===== src/core/csc_pkg.sv =====
// Shared constants and types for the processor sideband and clock control block
package csc_pkg;
  // Register byte offsets on the APB slave
  localparam logic [7:0] SYSCTL_OFF = 8'h00;
  localparam logic [7:0] RSTCTL_OFF = 8'h04;
  localparam logic [7:0] COPERR_OFF = 8'h08;
  localparam logic [7:0] NMICTL_OFF = 8'h0C;
  localparam logic [7:0] PMCTL_OFF = 8'h10;
  localparam logic [7:0] STATUS_OFF = 8'h14;
  // System control port fields
  localparam int SYSCTL_WARM_BIT = 0;
  localparam int SYSCTL_GATE_BIT = 1;
  // Reset control fields
  localparam int RSTCTL_SYSRST_BIT = 1;
  localparam int RSTCTL_RCPU_BIT = 2;
  // NMI control fields (write) and pending flags (read)
  localparam int NMI_SERR_DIS_BIT = 0;
  localparam int NMI_IOCHK_DIS_BIT = 1;
  localparam int NMI_MASK_BIT = 2;
  localparam int NMI_SERR_PEND_BIT = 4;
  localparam int NMI_IOCHK_PEND_BIT = 5;
  // Power management control fields
  localparam int PM_SMI_SW_BIT = 0;
  localparam int PM_STP_SW_BIT = 1;
  localparam int PM_FPU_ERROR_IN_EN_BIT = 2;
  localparam int PM_POS_BIT = 3;
  localparam int PM_DEEP_BIT = 4;
  localparam int PM_SMI_HW_EN_BIT = 5;
  localparam int PM_STP_HW_EN_BIT = 6;
  localparam int PM_WIDTH = 7;
  // Reset values
  localparam logic [2:0] NMICTL_RST = 3'h0;
  localparam logic [PM_WIDTH-1:0] PMCTL_RST = 7'h00;
  // Timing
  localparam longint CLK_PERIOD_NS = 100;
  localparam longint RST_HOLD_NS = 2_000_000;
  localparam int RST_HOLD_CYC = int'((RST_HOLD_NS + CLK_PERIOD_NS - 1) / CLK_PERIOD_NS);
  localparam int WARM_CYC = 64;
  localparam int ISA_DIV = 4;

  // NMI control register contents
  typedef struct packed {
    logic mask;
    logic iochk_dis;
    logic serr_dis;
  } csc_nmi_s;
endpackage : csc_pkg


===== src/core/csc_hold_timer.sv =====
// Retriggerable hold timer: busy for LEN cycles after each start
`timescale 1ns/1ps
`default_nettype none
module csc_hold_timer #(
  parameter int LEN = 64,
  parameter int W = 16
) (
  input wire logic clk,
  input wire logic rst_n,
  input wire logic start,
  output logic busy
);
  logic [W-1:0] cnt_q;

  // Load on start, count down while busy
  always_ff @(posedge clk or negedge rst_n)
  begin
    if (!rst_n)
    begin
      cnt_q <= '0;
      busy <= 1'b0;
    end
    else if (start)
    begin
      cnt_q <= W'(LEN - 1);
      busy <= 1'b1;
    end
    else if (busy)
    begin
      if (cnt_q == '0)
        busy <= 1'b0;
      else
        cnt_q <= cnt_q - 1'b1;
    end
  end
endmodule : csc_hold_timer
`default_nettype wire


===== src/core/csc_sideband.sv =====
// Processor sideband and clock control block with APB registers
// Functional notes
// - Address-20 mask comes from the quick gate bit and the gate pin.
// - Processor reset held at power-up until 2 ms after power good.
// - Software hard reset holds processor reset at least 2 ms.
// - Processor reset releases on a rising host-bus clock edge.
// - Warm restart polarity follows the processor-type strap.
// - Enabled FPU error raises an internal interrupt request.
// - Coprocessor error write during FPU error sets ignore until error negates.
// - Coprocessor error write without FPU error leaves ignore negated.
// - Reset-processor bit rising with system-reset bit 0 starts warm restart.
// - Shutdown cycle, keyboard reset or port bit 0 write start warm restart.
// - Warm restart stays active 64 clocks then negates.
// - Error or I/O-check input raises NMI subject to source enables.
// - NMI delivered only with both disable bits and mask bit zero.
// - Setting a source disable bit clears its pending NMI.
// - NMI output driven low on host bus reset.
// - System-management interrupt is active low, synchronous, on enabled events.
// - Clock-stop request is active low and synchronous to the clock.
// - Expansion bus clock is the host-bus clock divided by four.
// - Expansion bus clock may be stretched low to align with latch enable.
// - Expansion bus clock runs through processor reset, held low in host-bus reset and power-on suspend.
// - Keep-alive clock output stops in suspend-to-disk and soft-off.
`timescale 1ns/1ps
`default_nettype none
module csc_sideband #(
  parameter int RST_HOLD = csc_pkg::RST_HOLD_CYC,
  parameter int WARM_LEN = csc_pkg::WARM_CYC
) (
  input wire logic core_clk,
  input wire logic rstn,
  input wire logic psel,
  input wire logic penable,
  input wire logic pwrite,
  input wire logic [7:0] paddr,
  input wire logic [31:0] pwdata,
  output logic [31:0] prdata,
  output logic pready,
  output logic pslverr,
  input wire logic power_good,
  input wire logic gate_input_pin,
  input wire logic fpu_error_in_n,
  input wire logic keyboard_reset_request_n,
  input wire logic processor_type_strap,
  input wire logic system_error_in_n,
  input wire logic io_check_in,
  input wire logic smi_hw_event,
  input wire logic stp_hw_event,
  input wire logic shutdown_cycle,
  input wire logic isa_stretch_req,
  input wire logic rtc_clk_in,
  output logic address_bit20_mask_n,
  output logic processor_reset_out,
  output logic warm_restart_out,
  output logic ignore_fpu_error_out_n,
  output logic fpu_irq_req,
  output logic nmi_out,
  output logic system_mgmt_interrupt_n,
  output logic clock_stop_request_n,
  output logic expansion_bus_clock,
  output logic suspend_keepalive_clock
);
  logic [1:0] rst_sync_q;
  logic rst_n;
  logic [1:0] pg_q, gate_q, fpu_error_in_q, kbd_q, strap_q, serr_q, iochk_q, rtc_q;
  logic pg_s, gate_s, fpu_error_in_s, kbd_s, serr_s, iochk_s, rtc_s;
  logic pg_d1_q, kbd_d1_q;
  logic quick_gate_q, sysrst_q, rcpu_q, ptype_q, ignore_q;
  logic serr_pend_q, iochk_pend_q;
  csc_pkg::csc_nmi_s nmi_ctl_q;
  logic [csc_pkg::PM_WIDTH-1:0] pm_q;
  logic [1:0] div_q;
  logic wr_en, rd_en, hit;
  logic hard_start, warm_start, hard_busy, warm_busy;

  // Reset release through two flip-flops
  always_ff @(posedge core_clk or negedge rstn)
  begin
    if (!rstn)
      rst_sync_q <= 2'h0;
    else
      rst_sync_q <= {rst_sync_q[0], 1'b1};
  end
  assign rst_n = rst_sync_q[1];

  // Two-stage synchronisers for pins
  always_ff @(posedge core_clk or negedge rst_n)
  begin
    if (!rst_n)
    begin
      pg_q <= 2'h0;
      gate_q <= 2'h0;
      fpu_error_in_q <= 2'h3;
      kbd_q <= 2'h3;
      strap_q <= 2'h0;
      serr_q <= 2'h3;
      iochk_q <= 2'h0;
      rtc_q <= 2'h0;
    end
    else
    begin
      pg_q <= {pg_q[0], power_good};
      gate_q <= {gate_q[0], gate_input_pin};
      fpu_error_in_q <= {fpu_error_in_q[0], fpu_error_in_n};
      kbd_q <= {kbd_q[0], keyboard_reset_request_n};
      strap_q <= {strap_q[0], processor_type_strap};
      serr_q <= {serr_q[0], system_error_in_n};
      iochk_q <= {iochk_q[0], io_check_in};
      rtc_q <= {rtc_q[0], rtc_clk_in};
    end
  end
  assign pg_s = pg_q[1];
  assign gate_s = gate_q[1];
  assign fpu_error_in_s = ~fpu_error_in_q[1];
  assign kbd_s = ~kbd_q[1];
  assign serr_s = ~serr_q[1];
  assign iochk_s = iochk_q[1];
  assign rtc_s = rtc_q[1];

  // Edge history for power good and keyboard reset
  always_ff @(posedge core_clk or negedge rst_n)
  begin
    if (!rst_n)
    begin
      pg_d1_q <= 1'b0;
      kbd_d1_q <= 1'b0;
    end
    else
    begin
      pg_d1_q <= pg_s;
      kbd_d1_q <= kbd_s;
    end
  end

  // APB decode: zero wait states, answer in the access cycle
  assign wr_en = psel && penable && pwrite;
  assign rd_en = psel && !penable && !pwrite;
  always_comb
  begin
    hit = 1'b1;
    case (paddr)
      csc_pkg::SYSCTL_OFF, csc_pkg::RSTCTL_OFF, csc_pkg::COPERR_OFF,
      csc_pkg::NMICTL_OFF, csc_pkg::PMCTL_OFF, csc_pkg::STATUS_OFF: hit = 1'b1;
      default: hit = 1'b0;
    endcase
  end

  // Read data and error captured in the setup cycle
  always_ff @(posedge core_clk or negedge rst_n)
  begin
    if (!rst_n)
    begin
      prdata <= 32'h0000_0000;
      pslverr <= 1'b0;
      pready <= 1'b0;
    end
    else
    begin
      pready <= 1'b1;
      if (psel && !penable)
        pslverr <= !hit;
      if (rd_en)
      begin
        prdata <= 32'h0000_0000;
        case (paddr)
          csc_pkg::SYSCTL_OFF: prdata[csc_pkg::SYSCTL_GATE_BIT] <= quick_gate_q;
          csc_pkg::RSTCTL_OFF:
          begin
            prdata[csc_pkg::RSTCTL_SYSRST_BIT] <= sysrst_q;
            prdata[csc_pkg::RSTCTL_RCPU_BIT] <= rcpu_q;
          end
          csc_pkg::NMICTL_OFF:
          begin
            prdata[2:0] <= nmi_ctl_q;
            prdata[csc_pkg::NMI_SERR_PEND_BIT] <= serr_pend_q;
            prdata[csc_pkg::NMI_IOCHK_PEND_BIT] <= iochk_pend_q;
          end
          csc_pkg::PMCTL_OFF: prdata[csc_pkg::PM_WIDTH-1:0] <= pm_q;
          csc_pkg::STATUS_OFF: prdata[7:0] <= {ptype_q, ignore_q, fpu_error_in_s, warm_busy,
                                               processor_reset_out, gate_s, pg_s, nmi_out};
          default: prdata <= 32'h0000_0000;
        endcase
      end
    end
  end

  // Software-writable control registers
  always_ff @(posedge core_clk or negedge rst_n)
  begin
    if (!rst_n)
    begin
      quick_gate_q <= 1'b0;
      sysrst_q <= 1'b0;
      rcpu_q <= 1'b0;
      nmi_ctl_q <= csc_pkg::NMICTL_RST;
      pm_q <= csc_pkg::PMCTL_RST;
    end
    else if (wr_en)
    begin
      case (paddr)
        csc_pkg::SYSCTL_OFF: quick_gate_q <= pwdata[csc_pkg::SYSCTL_GATE_BIT];
        csc_pkg::RSTCTL_OFF:
        begin
          sysrst_q <= pwdata[csc_pkg::RSTCTL_SYSRST_BIT];
          rcpu_q <= pwdata[csc_pkg::RSTCTL_RCPU_BIT];
        end
        csc_pkg::NMICTL_OFF: nmi_ctl_q <= pwdata[2:0];
        csc_pkg::PMCTL_OFF: pm_q <= pwdata[csc_pkg::PM_WIDTH-1:0];
        default: ;
      endcase
    end
  end

  assign warm_start = (wr_en && paddr == csc_pkg::RSTCTL_OFF && !pwdata[csc_pkg::RSTCTL_SYSRST_BIT]
                       && pwdata[csc_pkg::RSTCTL_RCPU_BIT] && !rcpu_q)
                      || shutdown_cycle || (kbd_s && !kbd_d1_q)
                      || (wr_en && paddr == csc_pkg::SYSCTL_OFF && pwdata[csc_pkg::SYSCTL_WARM_BIT]);
  assign hard_start = (wr_en && paddr == csc_pkg::RSTCTL_OFF && pwdata[csc_pkg::RSTCTL_SYSRST_BIT]
                       && pwdata[csc_pkg::RSTCTL_RCPU_BIT] && !rcpu_q) || (pg_s && !pg_d1_q);

  csc_hold_timer #(.LEN(RST_HOLD), .W(32)) u_hard_timer (
    .clk(core_clk),
    .rst_n(rst_n),
    .start(hard_start),
    .busy(hard_busy)
  );

  csc_hold_timer #(.LEN(WARM_LEN), .W(8)) u_warm_timer (
    .clk(core_clk),
    .rst_n(rst_n),
    .start(warm_start),
    .busy(warm_busy)
  );

  // Processor reset and strap capture
  always_ff @(posedge core_clk or negedge rst_n)
  begin
    if (!rst_n)
    begin
      processor_reset_out <= 1'b1;
      ptype_q <= 1'b0;
    end
    else
    begin
      processor_reset_out <= !pg_s || hard_start || hard_busy;
      if (processor_reset_out)
        ptype_q <= strap_q[1]; // Strap is stable while the processor is held
    end
  end

  always_ff @(posedge core_clk or negedge rst_n)
  begin
    if (!rst_n)
      warm_restart_out <= 1'b0;
    else
      warm_restart_out <= warm_busy ^ ptype_q;
  end

  always_ff @(posedge core_clk or negedge rst_n)
  begin
    if (!rst_n)
      address_bit20_mask_n <= 1'b0;
    else
      address_bit20_mask_n <= quick_gate_q || gate_s;
  end

  always_ff @(posedge core_clk or negedge rst_n)
  begin
    if (!rst_n)
    begin
      ignore_q <= 1'b0;
      fpu_irq_req <= 1'b0;
    end
    else
    begin
      fpu_irq_req <= fpu_error_in_s && pm_q[csc_pkg::PM_FPU_ERROR_IN_EN_BIT];
      if (wr_en && paddr == csc_pkg::COPERR_OFF && fpu_error_in_s)
        ignore_q <= 1'b1;
      else if (!fpu_error_in_s)
        ignore_q <= 1'b0;
    end
  end
  // Active-low ignore pin straight from its own flip-flop
  always_ff @(posedge core_clk or negedge rst_n)
  begin
    if (!rst_n)
      ignore_fpu_error_out_n <= 1'b1;
    else
      ignore_fpu_error_out_n <= !ignore_q;
  end

  always_ff @(posedge core_clk or negedge rst_n)
  begin
    if (!rst_n)
    begin
      serr_pend_q <= 1'b0;
      iochk_pend_q <= 1'b0;
    end
    else
    begin
      if (serr_s && !nmi_ctl_q.serr_dis)
        serr_pend_q <= 1'b1;
      else if (nmi_ctl_q.serr_dis)
        serr_pend_q <= 1'b0;
      if (iochk_s && !nmi_ctl_q.iochk_dis)
        iochk_pend_q <= 1'b1;
      else if (nmi_ctl_q.iochk_dis)
        iochk_pend_q <= 1'b0;
    end
  end

  always_ff @(posedge core_clk or negedge rst_n)
  begin
    if (!rst_n)
      nmi_out <= 1'b0;
    else
      nmi_out <= (serr_pend_q || iochk_pend_q) && !nmi_ctl_q.mask
                 && !nmi_ctl_q.serr_dis && !nmi_ctl_q.iochk_dis;
  end

  always_ff @(posedge core_clk or negedge rst_n)
  begin
    if (!rst_n)
    begin
      system_mgmt_interrupt_n <= 1'b1;
      clock_stop_request_n <= 1'b1;
    end
    else
    begin
      system_mgmt_interrupt_n <= !(pm_q[csc_pkg::PM_SMI_SW_BIT]
                                   || (smi_hw_event && pm_q[csc_pkg::PM_SMI_HW_EN_BIT]));
      clock_stop_request_n <= !(pm_q[csc_pkg::PM_STP_SW_BIT]
                                || (stp_hw_event && pm_q[csc_pkg::PM_STP_HW_EN_BIT]));
    end
  end

  always_ff @(posedge core_clk or negedge rstn)
  begin
    if (!rstn)
      div_q <= 2'h0;
    else if (pm_q[csc_pkg::PM_POS_BIT])
      div_q <= 2'h0;
    else if (!(div_q == 2'h1 && isa_stretch_req))
      div_q <= div_q + 2'h1;
  end
  always_ff @(posedge core_clk or negedge rstn)
  begin
    if (!rstn)
      expansion_bus_clock <= 1'b0;
    else
      expansion_bus_clock <= div_q[1] && !pm_q[csc_pkg::PM_POS_BIT];
  end

  always_ff @(posedge core_clk or negedge rst_n)
  begin
    if (!rst_n)
      suspend_keepalive_clock <= 1'b0;
    else
      suspend_keepalive_clock <= rtc_s && !pm_q[csc_pkg::PM_DEEP_BIT];
  end

  int unsigned warm_run_q;
  int unsigned rst_run_q;
  always_ff @(posedge core_clk or negedge rst_n)
  begin
    if (!rst_n)
    begin
      warm_run_q <= 0;
      rst_run_q <= 0;
    end
    else
    begin
      warm_run_q <= warm_busy ? warm_run_q + 1 : 0;
      rst_run_q <= processor_reset_out ? rst_run_q + 1 : 0;
    end
  end
endmodule : csc_sideband
`default_nettype wire


===== config.mk =====
export PLATFORM = sky130hd
export DESIGN_NAME = csc_sideband
export DESIGN_NICKNAME = d
export VERILOG_FILES = /design/src/core/csc_pkg.sv /design/src/core/csc_hold_timer.sv /design/src/core/csc_sideband.sv
export SDC_FILE = /design/constraint.sdc
export NUM_CORES = 1
export LEC_CHECK = 0
export ABC_AREA = 1
export BUFFER_PORTS_ARGS = -buffer_cell sky130_fd_sc_hd__buf_2
export CELL_PAD_IN_SITES_DETAIL_PLACEMENT = 0
export CELL_PAD_IN_SITES_GLOBAL_PLACEMENT = 1
export CORE_AREA = 2 2 146 105
export DETAILED_ROUTE_END_ITERATION = 7
export DIE_AREA = 0 0 148 107
export PLACE_DENSITY_LB_ADDON = 0.1
export SKIP_CTS_REPAIR_TIMING = 1
export SLEW_MARGIN = 20
export SYNTH_ARGS = -nofsm -noshare
export SYNTH_HDL_FRONTEND = slang
export SYNTH_SLANG_ARGS = --single-unit

===== constraint.sdc =====
create_clock -name core_clk -period 3.1 [get_ports core_clk]
set_input_delay 0.155 -clock core_clk [delete_from_list [all_inputs] [get_ports core_clk]]
set_output_delay 0.155 -clock core_clk [all_outputs]
set_load 0.01 [all_outputs]

==> results of run 1 <==
## state kept, by name, indices dropped and copies added (netlist names), 3 cells and up
register	count
pm_q	7
u_hard_timer.cnt_q	32
nmi_ctl_q	3
u_warm_timer.cnt_q	8
prdata	8
## stage by stage
step	setup WS (ns)	power [uW]	util (%)
3_3_place_gp	1.17	1620	38.0
6_report	1.11	2810	40.9
4_1_cts	1.11	2840	40.1
3_5_place_dp	1.14	1630	38.0
5_1_grt	0.860	2960	40.9
2_1_floorplan	0.186	1570	-
## how the worst max path moves through the flow
stage	slack, ns	start	cells after the start	end
3_5_place_dp	1.14	u_hard_timer.cnt_q[0]	9	u_hard_timer.cnt_q[14]
2_1_floorplan	0.19	rst_sync_q[1]	0	address_bit20_mask_n
6_report	1.11	u_hard_timer.cnt_q[0]	9	u_hard_timer.cnt_q[14]
4_1_cts	1.11	u_hard_timer.cnt_q[0]	9	u_hard_timer.cnt_q[14]
3_3_place_gp	1.17	u_hard_timer.cnt_q[4]	9	u_hard_timer.cnt_q[30]
5_1_grt	0.86	u_hard_timer.cnt_q[0]	9	u_hard_timer.cnt_q[30]
## critical path, cell delays in order, from the launching register on
cell and delay [ns]:
dfrtp_1 0.38, inv_1 0.12, ha_1 0.28, inv_1 0.09, nor2_1 0.42, nand2_1 0.21, or2_1 0.25, nand3_1 0.08
nand2_1 0.05, nand2_1 0.07
## cell families (layout without fill, tap and decap cells)
group | after synthesis | count (layout) | share of synthesized area [%]
xor gates and xnor gates | 16 | 16 | 2.75
adders and majority gates | 5 | 5 | 1.23
AOI/OAI and AO/OA | 54 | 54 | 6.22
muxes | 2 | 2 | 0.442
buffers and inverters | 93 | 141 | 9.24
DFF | 101 | 101 | 49.9
and+or+nand+nor | 372 | 372 | 30.1
other | 2 | 26 | 0.148
## cell type report
type / instances / area (sq um)
Timing Repair Buffer: 66 / 408
Inverter: 59 / 226
Clock buffer: 10 / 239
Fill cell: 1526 / 8540
Sequential cell: 101 / 2540
Multi-Input combinational cell: 475 / 2170
Tap cell: 195 / 244
Clock inverter: 6 / 76.3
## where the power goes
part	switching [uW]	total [uW]	internal (uW)	leakage, uW
Sequential	45.5	1410	1370	0.00122
Combinational	115	193	78.3	0.00155
Clock	540	1200	663	0.000156
## metal layers
metal	vias to the layer above	GRT usage, %
met5	-	0
met4	0	3.67
met3	8	3.66
met2	100	23.1
met1	1946	26.9
li1	2107	-
## cells in the final DEF, fill, tap and decap left out, types with 3 or more instances in the layout
| master | Yosys | routed |
|---|---|---|
| a21oi_1 | 13 | 13 |
| clkbuf_16 | 0 | 9 |
| conb_1 | 2 | 26 |
| buf_4 | 25 | 3 |
| xor2_1 | 12 | 12 |
| o21ai_2 | 3 | 3 |
| o21bai_1 | 5 | 5 |
| buf_2 | 6 | 51 |
| dlygate4sd3_1 | 0 | 11 |
| xnor2_1 | 4 | 4 |
| or2_2 | 4 | 4 |
| inv_6 | 1 | 3 |
| inv_1 | 55 | 55 |
| nand4_1 | 21 | 21 |
| o21ai_0 | 26 | 26 |
| dfstp_2 | 10 | 10 |
| nor2_1 | 103 | 103 |
| ha_1 | 5 | 5 |
| nand2_1 | 204 | 204 |
| nand3_1 | 26 | 26 |
| dfrtp_1 | 91 | 90 |
| nor3_1 | 6 | 6 |
==> impl_metrics.csv, run 1 <==
group,metric,value,unit
clock_network,numCtsBuffers,9,
clock_network,clkTransAtPathRegs,0.07,ns
synthesis,synth_most_common_cell,"nand2_1",
timing,tightest_slew,0.713,ns
status,status,"complete, no violations",
power_and_ir_drop,leakage,0.00292,uW
routing,dr.pass1.iters,5,
timing,setup_violations,0,
timing,fmax,502,MHz
final_layout,syn2layout_area_growth,16.1,%
critical_path,critPathMaxFanout,5,
routing,met3_length,543,um
final_layout,final_area,5910,sq um
final_layout,diodes,0,
timing,min_period,1.99,ns
synthesis,synth.area.top_cells,"dfrtp_1, nand2_1, nor2_1",
synthesis,synth-seq-area-share,49.9,%
synthesis,synth_top_area_share,44.7,%
placement,io_buffer_count,51,
synthesis,synth_area,5090,sq um
placement,dp_cells,885,
worst_hold_path,min_from,"pwdata[5]",
grt,grt_pass1_vias,3999,
final_layout,stdcell_count,912,
critical_path,startpoint_type,"flop",
worst_hold_path,hold_class,"input pin to flop",
clock_network,htreeDepth,3,
timing,drv_slew,0,
clock_network,tritoncts,"done",
synthesis,synth_edf_count,0,
critical_path,cp-end-kind,"flop",
routing,drt-met1-wl,6.74,mm
routing,vias,4161,
timing,slew_headroom,52.5,%
worst_hold_path,whs_path_depth,2,
final_layout,layout-drive-gt1-share,13.9,%
floorplanning,num_rows,37,
floorplanning,die_w,148,um
timing,final_hold_viol_count,0,
synthesis,ys_seq_elements,101,
timing,period_share,64.3,%
routing,route.met2.wl,5.03,mm
floorplanning,core_area,14400,sq um
power_and_ir_drop,p_per_area,476,nW/um^2
critical_path,cp_data_required_time,3.39,ns
routing,ant_nets,0,
timing,rsz0062_at_grt,"false",
synthesis,synth.avg_cell_area,7.89,sq um
worst_hold_path,holdPathEnd,"pm_q[5]",
grt,grt_max_degree,53,
clock_network,cts.path.max_buffers,2,
critical_path,reg2reg_setup_slack,1.11,ns
placement,gp_congestion,0.803,
floorplanning,start_util,35.2,%
job,cap_violations,0,
clock_network,clock-sinks,101,
clock_network,worst_skew_pair.late_latency,0.35,ns
synthesis,ys.warnings.count,0,
routing,drt_iter0_drc,265,
critical_path,reg2reg_from,"u_hard_timer.cnt_q[0]",
routing,viasPerCell,4.56,
critical_path,worstPathArrival,2.28,ns
clock_network,clock-root-buffer,"clkbuf_16",
routing,wire_per_inst,13.6,um
power_and_ir_drop,irDropWorstVdd,0.000236,V
synthesis,postSynth.asyncResetShare,100,%
final_layout,nNetsFinal,774,
routing,wl,12.4,mm
grt,grt_pass1_wl,20.8,mm
placement,hpwl,9.10,mm
floorplanning,dieHeight,107,um
placement,place_area,5480,sq um
synthesis,syn_inst,645,
synthesis,yosysTopAreaCell,"dfrtp_1",
grt,antenna_found_initial,0,
timing,final.setup.tns,0,ns
synthesis,synth_common_cells,"nand2_1, nor2_1, dfrtp_1, inv_1",
grt,grt_overflow,0,
synthesis,synthFlopType,"dfrtp_1",
routing,remaining_drc_errors,0,
timing,fin_worst_skew,0.00495,ns
critical_path,r2r-end,"u_hard_timer.cnt_q[14]",
critical_path,reg2regPathDepth,9,
synthesis,synthDistinctLibCells,38,
grt,grt.total_usage,16.9,%
floorplanning,io_pins,101,
floorplanning,die_area,15800,sq um
timing,holdWs,0.0377,ns
critical_path,critPathKind,"flop to flop",
routing,highest_layer,"met4",
Note: power is estimated with default switching activity, not from simulation.
==> run 2, diff against run 1 <==
Settings changed: ABC_AREA 1 to 0, CORE_AREA 2 2 146 105 to 2 2 137 99, DIE_AREA 0 0 148 107 to 0 0 139 101.
Clock period 3.1 ns to 1.8 ns, I/O delays scaled along.
==> impl_metrics.csv, run 2 <==
group,metric,value,unit
grt,grt_pass1_wl,18.5,mm
clock_network,htreeDepth,3,
placement,io_buffer_count,51,
synthesis,synth_edf_count,0,
final_layout,top_register,"u_hard_timer.cnt_q",
routing,drt_iter0_drc,215,
clock_network,numCtsBuffers,9,
clock_network,clkTransAtPathRegs,0.07,ns
critical_path,cp_data_required_time,2.02,ns
routing,met3_length,439,um
timing,fmax,448,MHz
placement,gp_congestion,0.754,
final_layout,nNetsFinal,640,
routing,route.met2.wl,4.81,mm
synthesis,synth_most_common_cell,"dfrtp_1",
synthesis,synth_mux_area_share,6.90,%
synthesis,synth_compound_area_share,11.0,%
routing,dr.pass1.iters,5,
critical_path,cp_top_family,"simple AND/OR/NAND/NOR gates",
synthesis,synthFlopType,"dfrtp_1",
critical_path,crit_top_cell,"buf_6",
clock_network,tritoncts,"done",
clock_network,cts.path.max_buffers,2,
final_layout,top_regs,"u_hard_timer.cnt_q: 32 flops, prdata: 8 flops, u_warm_timer.cnt_q: 8 flops",
final_layout,final_cell_mix,"dfrtp_1, buf_4, buf_2",
placement,place_area,5700,sq um
grt,grt_pass1_vias,3560,
critical_path,worstPathArrival,2.46,ns
final_layout,mostFrequentLayoutCell,"dfrtp_1",
routing,ant_nets,0,
grt,grt.total_usage,16.5,%
timing,drv_slew,0,
timing,final_hold_viol_count,0,
final_layout,diodes,0,
grt,grt_max_degree,53,
routing,wl,11.3,mm
placement,hpwl,7.90,mm
grt,grt_overflow,0,
routing,drt-met1-wl,5.90,mm
critical_path,startpoint_type,"flop",
clock_network,clock-sinks,101,
synthesis,synth-simple-area-share,19.1,%
floorplanning,die_area,14000,sq um
floorplanning,dieHeight,101,um
status,failed_checks,"setup timing",
critical_path,path_buf_inv,2,
synthesis,synthDistinctLibCells,58,
timing,setup_violations,39,
timing,rsz0062_at_grt,"true",
routing,vias,3712,
clock_network,clock-root-buffer,"clkbuf_16",
critical_path,critPathKind,"flop to flop",
timing,min_period,2.23,ns
synthesis,synth-seq-area-share,53.3,%
status,status,"finished, violations left",
timing,fin_worst_skew,0.00644,ns
timing,holdWs,0.0455,ns
critical_path,critPathMaxFanout,6,
synthesis,synth_top_family_by_area,"simple AND/OR/NAND/NOR gates",
critical_path,cpPeakStageDelay,0.54,ns
synthesis,synth.avg_cell_area,11.1,sq um
synthesis,synth_area,4770,sq um
floorplanning,io_pins,101,
final_layout,layout-drive-gt1-share,39.8,%
synthesis,ys_seq_elements,101,
routing,viasPerCell,4.96,
floorplanning,core_area,12800,sq um
power_and_ir_drop,irDropWorstVdd,0.000423,V
power_and_ir_drop,leakage,0.00290,uW
final_layout,final_area,6430,sq um
synthesis,synth-adder-area-share,1.31,%
floorplanning,die_w,139,um
timing,period_share,124,%
synthesis,syn_inst,429,
job,cap_violations,0,
synthesis,yosysTopAreaCell,"dfrtp_1",
routing,remaining_drc_errors,0,
synthesis,synth_common_cells,"dfrtp_1, nand2_1, nor2_1, buf_4, a21oi_1",
grt,antenna_found_initial,0,
routing,wire_per_inst,15.0,um
final_layout,syn2layout_area_growth,34.8,%
routing,highest_layer,"met4",
synthesis,postSynth.asyncResetShare,100,%
critical_path,critical_path.cell_chain,"or4_4, or3_4, nor3_4, buf_6, buf_6, a211oi_1, mux2i_1",
synthesis,synth_xor_xnor_area_share,1.65,%
final_layout,final_core_util,50.3,%
final_layout,largest_reg_flops,32,
timing,setup_ws,-0.432,ns
synthesis,ys.warnings.count,0,
synthesis,synth_top_area_share,47.8,%
power_and_ir_drop,p_per_area,779,nW/um^2
critical_path,cp-end-kind,"flop",
worst_hold_path,hold_class,"input pin to flop",
clock_network,worst_skew_pair.late_latency,0.34,ns
synthesis,synth.area.top_cells,"dfrtp_1, dfstp_2, buf_4",
critical_path,critPathSlowestCell,"or4_4",
floorplanning,start_util,37.3,%
floorplanning,num_rows,35,
-- run 2: changes by cell type in the layout (fill, tap and decap cells not counted), moves of 12 or more --
cell	previous run	this run
nand2_1	204	34
nor2_1	103	29
buf_4	3	71
inv_1	55	12
nand3_1	26	3
o21ai_0	26	5
nand4_1	21	1
mux2i_1	0	16
a21oi_2	0	13
mux2_2	2	15
and2_1	0	12
buf_6	0	12
-- run 2: layout make-up --
cell class | instances | area (sq um)
Multi-Input combinational cell | 303 | 2230
Tap cell | 166 | 208
Sequential cell | 101 | 2540
Clock buffer | 10 | 229
Clock inverter | 6 | 56.3
Inverter | 12 | 45.0
Timing Repair Buffer | 151 | 1110
Fill cell | 1190 | 6360
-- run 2: report_power, final --
group / switching, uW / internal [uW] / total (uW)
clock network: 908 / 969 / 1880
registers: 78.2 / 2400 / 2480
logic: 344 / 305 / 649
-- run 2: metrics by stage --
stage / power (uW) / std cells / setup TNS (ns) / setup WS, ns
3_5_place_dp: 3130 / 708 / -12.35 / -0.444
4_1_cts: 5050 / 724 / -12.10 / -0.463
5_1_grt: 5280 / 749 / -15.74 / -0.507
3_3_place_gp: 3110 / 708 / -11.60 / -0.416
6_report: 5000 / 749 / -12.92 / -0.432
2_1_floorplan: 2880 / 453 / -9.95 / -0.371
-- run 2: final timing paths --
check	to	startpoint	cells past startpoint	slack, ns
setup / recovery	u_hard_timer.cnt_q[7]	u_hard_timer.cnt_q[25]	7	-0.43
hold / removal	nmi_ctl_q[0]	pwdata[0]	2	0.05
setup reg to reg	u_hard_timer.cnt_q[7]	u_hard_timer.cnt_q[25]	7	-0.43
hold reg to reg	prdata[7]	rst_sync_q[1]	0	0.17
max in group asynchronous	u_hard_timer.cnt_q[10]	rst_sync_q[1]	1	0.92
min in group asynchronous	rst_sync_q[1]	rstn	2	0.08
-- run 2: cell families (layout without fill, tap and decap cells) --
| group | count (synthesis) | count (layout) |
|---|---|---|
| XOR/XNOR | 9 | 9 |
| adder cells (fa/ha/maj) | 5 | 5 |
| AO/OA/AOI/OAI | 73 | 74 |
| AND/OR/NAND/NOR | 158 | 158 |
| other | 2 | 26 |
| multiplexers | 31 | 31 |
| buffers and inverters | 50 | 179 |
| flip-flops | 101 | 101 |
-- run 2: worst reg2reg max path, delay by kind of cell (launching register included) --
kind	cells	cell delay, ns
simple gates	3	1.23
buf+inv	2	0.28
flops	1	0.39
mux	1	0.13
compound gates	1	0.09
-- run 2: metal layers --
| layer | up-vias | GRT usage [%] |
|---|---|---|
| met3 | 13 | 3.75 |
| met1 | 1830 | 25.1 |
| li1 | 1795 | - |
| met2 | 74 | 24.1 |
| met5 | - | 0 |
| met4 | 0 | 3.73 |
==> run 3, diff against run 2 <==
Settings changed: CORE_AREA 2 2 137 99 to 4 4 139 101, DIE_AREA 0 0 139 101 to 0 0 143 105.
==> impl_metrics.csv, run 3 (same netlist as run 2, synthesis figures left out) <==
group,metric,value,unit
status,status,"finished, violations left",
status,failed_checks,"setup timing",
final_layout,top_regs,"u_hard_timer.cnt_q: 32 flops, prdata: 8 flops, u_warm_timer.cnt_q: 8 flops",
routing,remaining_drc_errors,0,
placement,gp_congestion,0.828,
final_layout,mostFrequentLayoutCell,"dfrtp_1",
power_and_ir_drop,leakage,0.00290,uW
timing,slew_headroom,62.0,%
worst_hold_path,whs_path_depth,2,
critical_path,critical_path.cell_chain,"or4_4, or3_4, nor3_4, buf_6, buf_12, buf_4, a21oi_2, mux2i_1",
timing,tightest_slew,0.571,ns
timing,drv_slew,0,
final_layout,final_cell_mix,"dfrtp_1, buf_4, buf_2",
critical_path,cp.depth,8,
critical_path,cp_top_family,"simple AND/OR/NAND/NOR gates",
timing,setup_violations,39,
grt,antenna_found_initial,0,
power_and_ir_drop,power_frac_comb,12.9,%
power_and_ir_drop,irDropWorstVdd,0.000466,V
floorplanning,die_w,143,um
timing,rsz0062_at_grt,"true",
final_layout,top_register,"u_hard_timer.cnt_q",
routing,vias,3782,
grt,grt_overflow,0,
final_layout,largest_reg_flops,32,
clock_network,tritoncts,"done",
clock_network,worst_skew_pair.late_latency,0.34,ns
timing,final.setup.tns,-12.21,ns
floorplanning,dieHeight,105,um
power_and_ir_drop,p_sw,1370,uW
grt,grt_max_degree,35,
power_and_ir_drop,p_per_area,792,nW/um^2
timing,fmax,449,MHz
final_layout,diodes,0,
routing,drt_iter0_drc,210,
routing,viasPerCell,5.04,
routing,wl,11.3,mm
floorplanning,die_area,15000,sq um
placement,hpwl,8.04,mm
floorplanning,io_pins,101,
critical_path,path_buf_inv,3,
critical_path,cpPeakStageDelay,0.54,ns
clock_network,clkTransAtPathRegs,0.07,ns
floorplanning,num_rows,35,
floorplanning,core_area,12800,sq um
placement,dp_slack,-0.493,ns
grt,grt.total_usage,15.0,%
power_and_ir_drop,p_sw_share,26.9,%
clock_network,htreeDepth,3,
critical_path,reg2regPathDepth,8,
timing,final_hold_viol_count,0,
clock_network,numCtsBuffers,9,
critical_path,critPathMaxFanout,7,
job,cap_violations,0,
critical_path,startpoint_type,"flop",
routing,ant_nets,0,
timing,period_share,124,%
placement,io_buffer_count,51,
final_layout,nNetsFinal,642,
critical_path,critPathSlowestCell,"or4_4",
final_layout,syn2layout_area_growth,35.2,%
power_and_ir_drop,seqPwrFrac,48.6,%
critical_path,cp_data_required_time,2.03,ns
final_layout,final_core_util,50.2,%
critical_path,cp-end-kind,"flop",
timing,min_period,2.23,ns
critical_path,critPathKind,"flop to flop",
clock_network,clock-sinks,101,
final_layout,layout-drive-gt1-share,38.3,%
grt,grt_pass1_vias,3452,
power_and_ir_drop,p_clk_share,38.5,%
worst_hold_path,hold_class,"input pin to flop",
clock_network,clock-root-buffer,"clkbuf_16",
floorplanning,start_util,37.2,%
timing,setup_ws,-0.427,ns
timing,fin_worst_skew,0.00718,ns
power_and_ir_drop,internal-power,3730,uW
grt,grt_pass1_wl,17.9,mm
final_layout,final_area,6450,sq um
clock_network,cts.path.max_buffers,2,
critical_path,worstPathArrival,2.46,ns
routing,dr.pass1.iters,5,
routing,wire_per_inst,15.1,um
placement,place_area,5730,sq um
==> run 3: changes by cell type in the layout (fill, tap and decap cells not counted), sizes merged <==
cell	change
buf	+1
clkbuf	+1
clkinvlp	-1
inv	+1
==> run 3: power by group through the flow <==
| stage | Clock [uW] | Combinational (uW) | Sequential [uW] |
|---|---|---|---|
| final | 1970 | 657 | 2480 |
| after global routing | 2120 | 742 | 2500 |
| after CTS | 2030 | 615 | 2480 |
| after detailed placement | 0 | 609 | 2530 |
| after global placement | 0 | 589 | 2530 |
| after floorplan | 0 | 322 | 2560 |
==> run 3: routing by layer <==
metal / vias up / GRT usage, % / share of wire [%]
li1: 1806 / - / -
met1: 1866 / 22.9 / 50
met2: 98 / 21.7 / 44
met3: 12 / 3.71 / 5.0
met4: 0 / 2.65 / 0.83
met5: - / 0 / 0
==> run 3: final timing paths <==
path	start	end	slack [ns]
hold reg to reg	rst_sync_q[1]	u_warm_timer.cnt_q[0]	0.31
min in group asynchronous	rstn	div_q[0]	0.08
hold / removal	pwdata[0]	nmi_ctl_q[0]	0.03
max in group asynchronous	rst_sync_q[1]	clock_stop_request_n	0.89
setup reg to reg	u_hard_timer.cnt_q[27]	u_hard_timer.cnt_q[4]	-0.43
setup / recovery	u_hard_timer.cnt_q[27]	u_hard_timer.cnt_q[4]	-0.43
==> run 3: metrics by stage <==
step	hold WS, ns	power [uW]	cells
6_report	0.0258	5110	751
5_1_grt	0.0196	5370	751
4_1_cts	-0.467	5130	723
3_5_place_dp	-0.0900	3140	707
3_3_place_gp	-0.0958	3110	707
2_1_floorplan	-0.206	2880	453
==> run 3: cell type report <==
type	instances	area, sq um
Sequential cell	101	2540
Clock buffer	10	239
Tap cell	166	208
Multi-Input combinational cell	303	2180
Fill cell	1140	6380
Timing Repair Buffer	153	1170
Clock inverter	6	65.1
Inverter	12	45.0
==> run 3: worst reg2reg max path: stages, from the launching register on <==
cell and delay [ns]:
dfrtp_1 0.38, or4_4 0.54, or3_4 0.39, nor3_4 0.25
buf_6 0.14, buf_12 0.13, buf_4 0.12, a21oi_2 0.04
mux2i_1 0.12
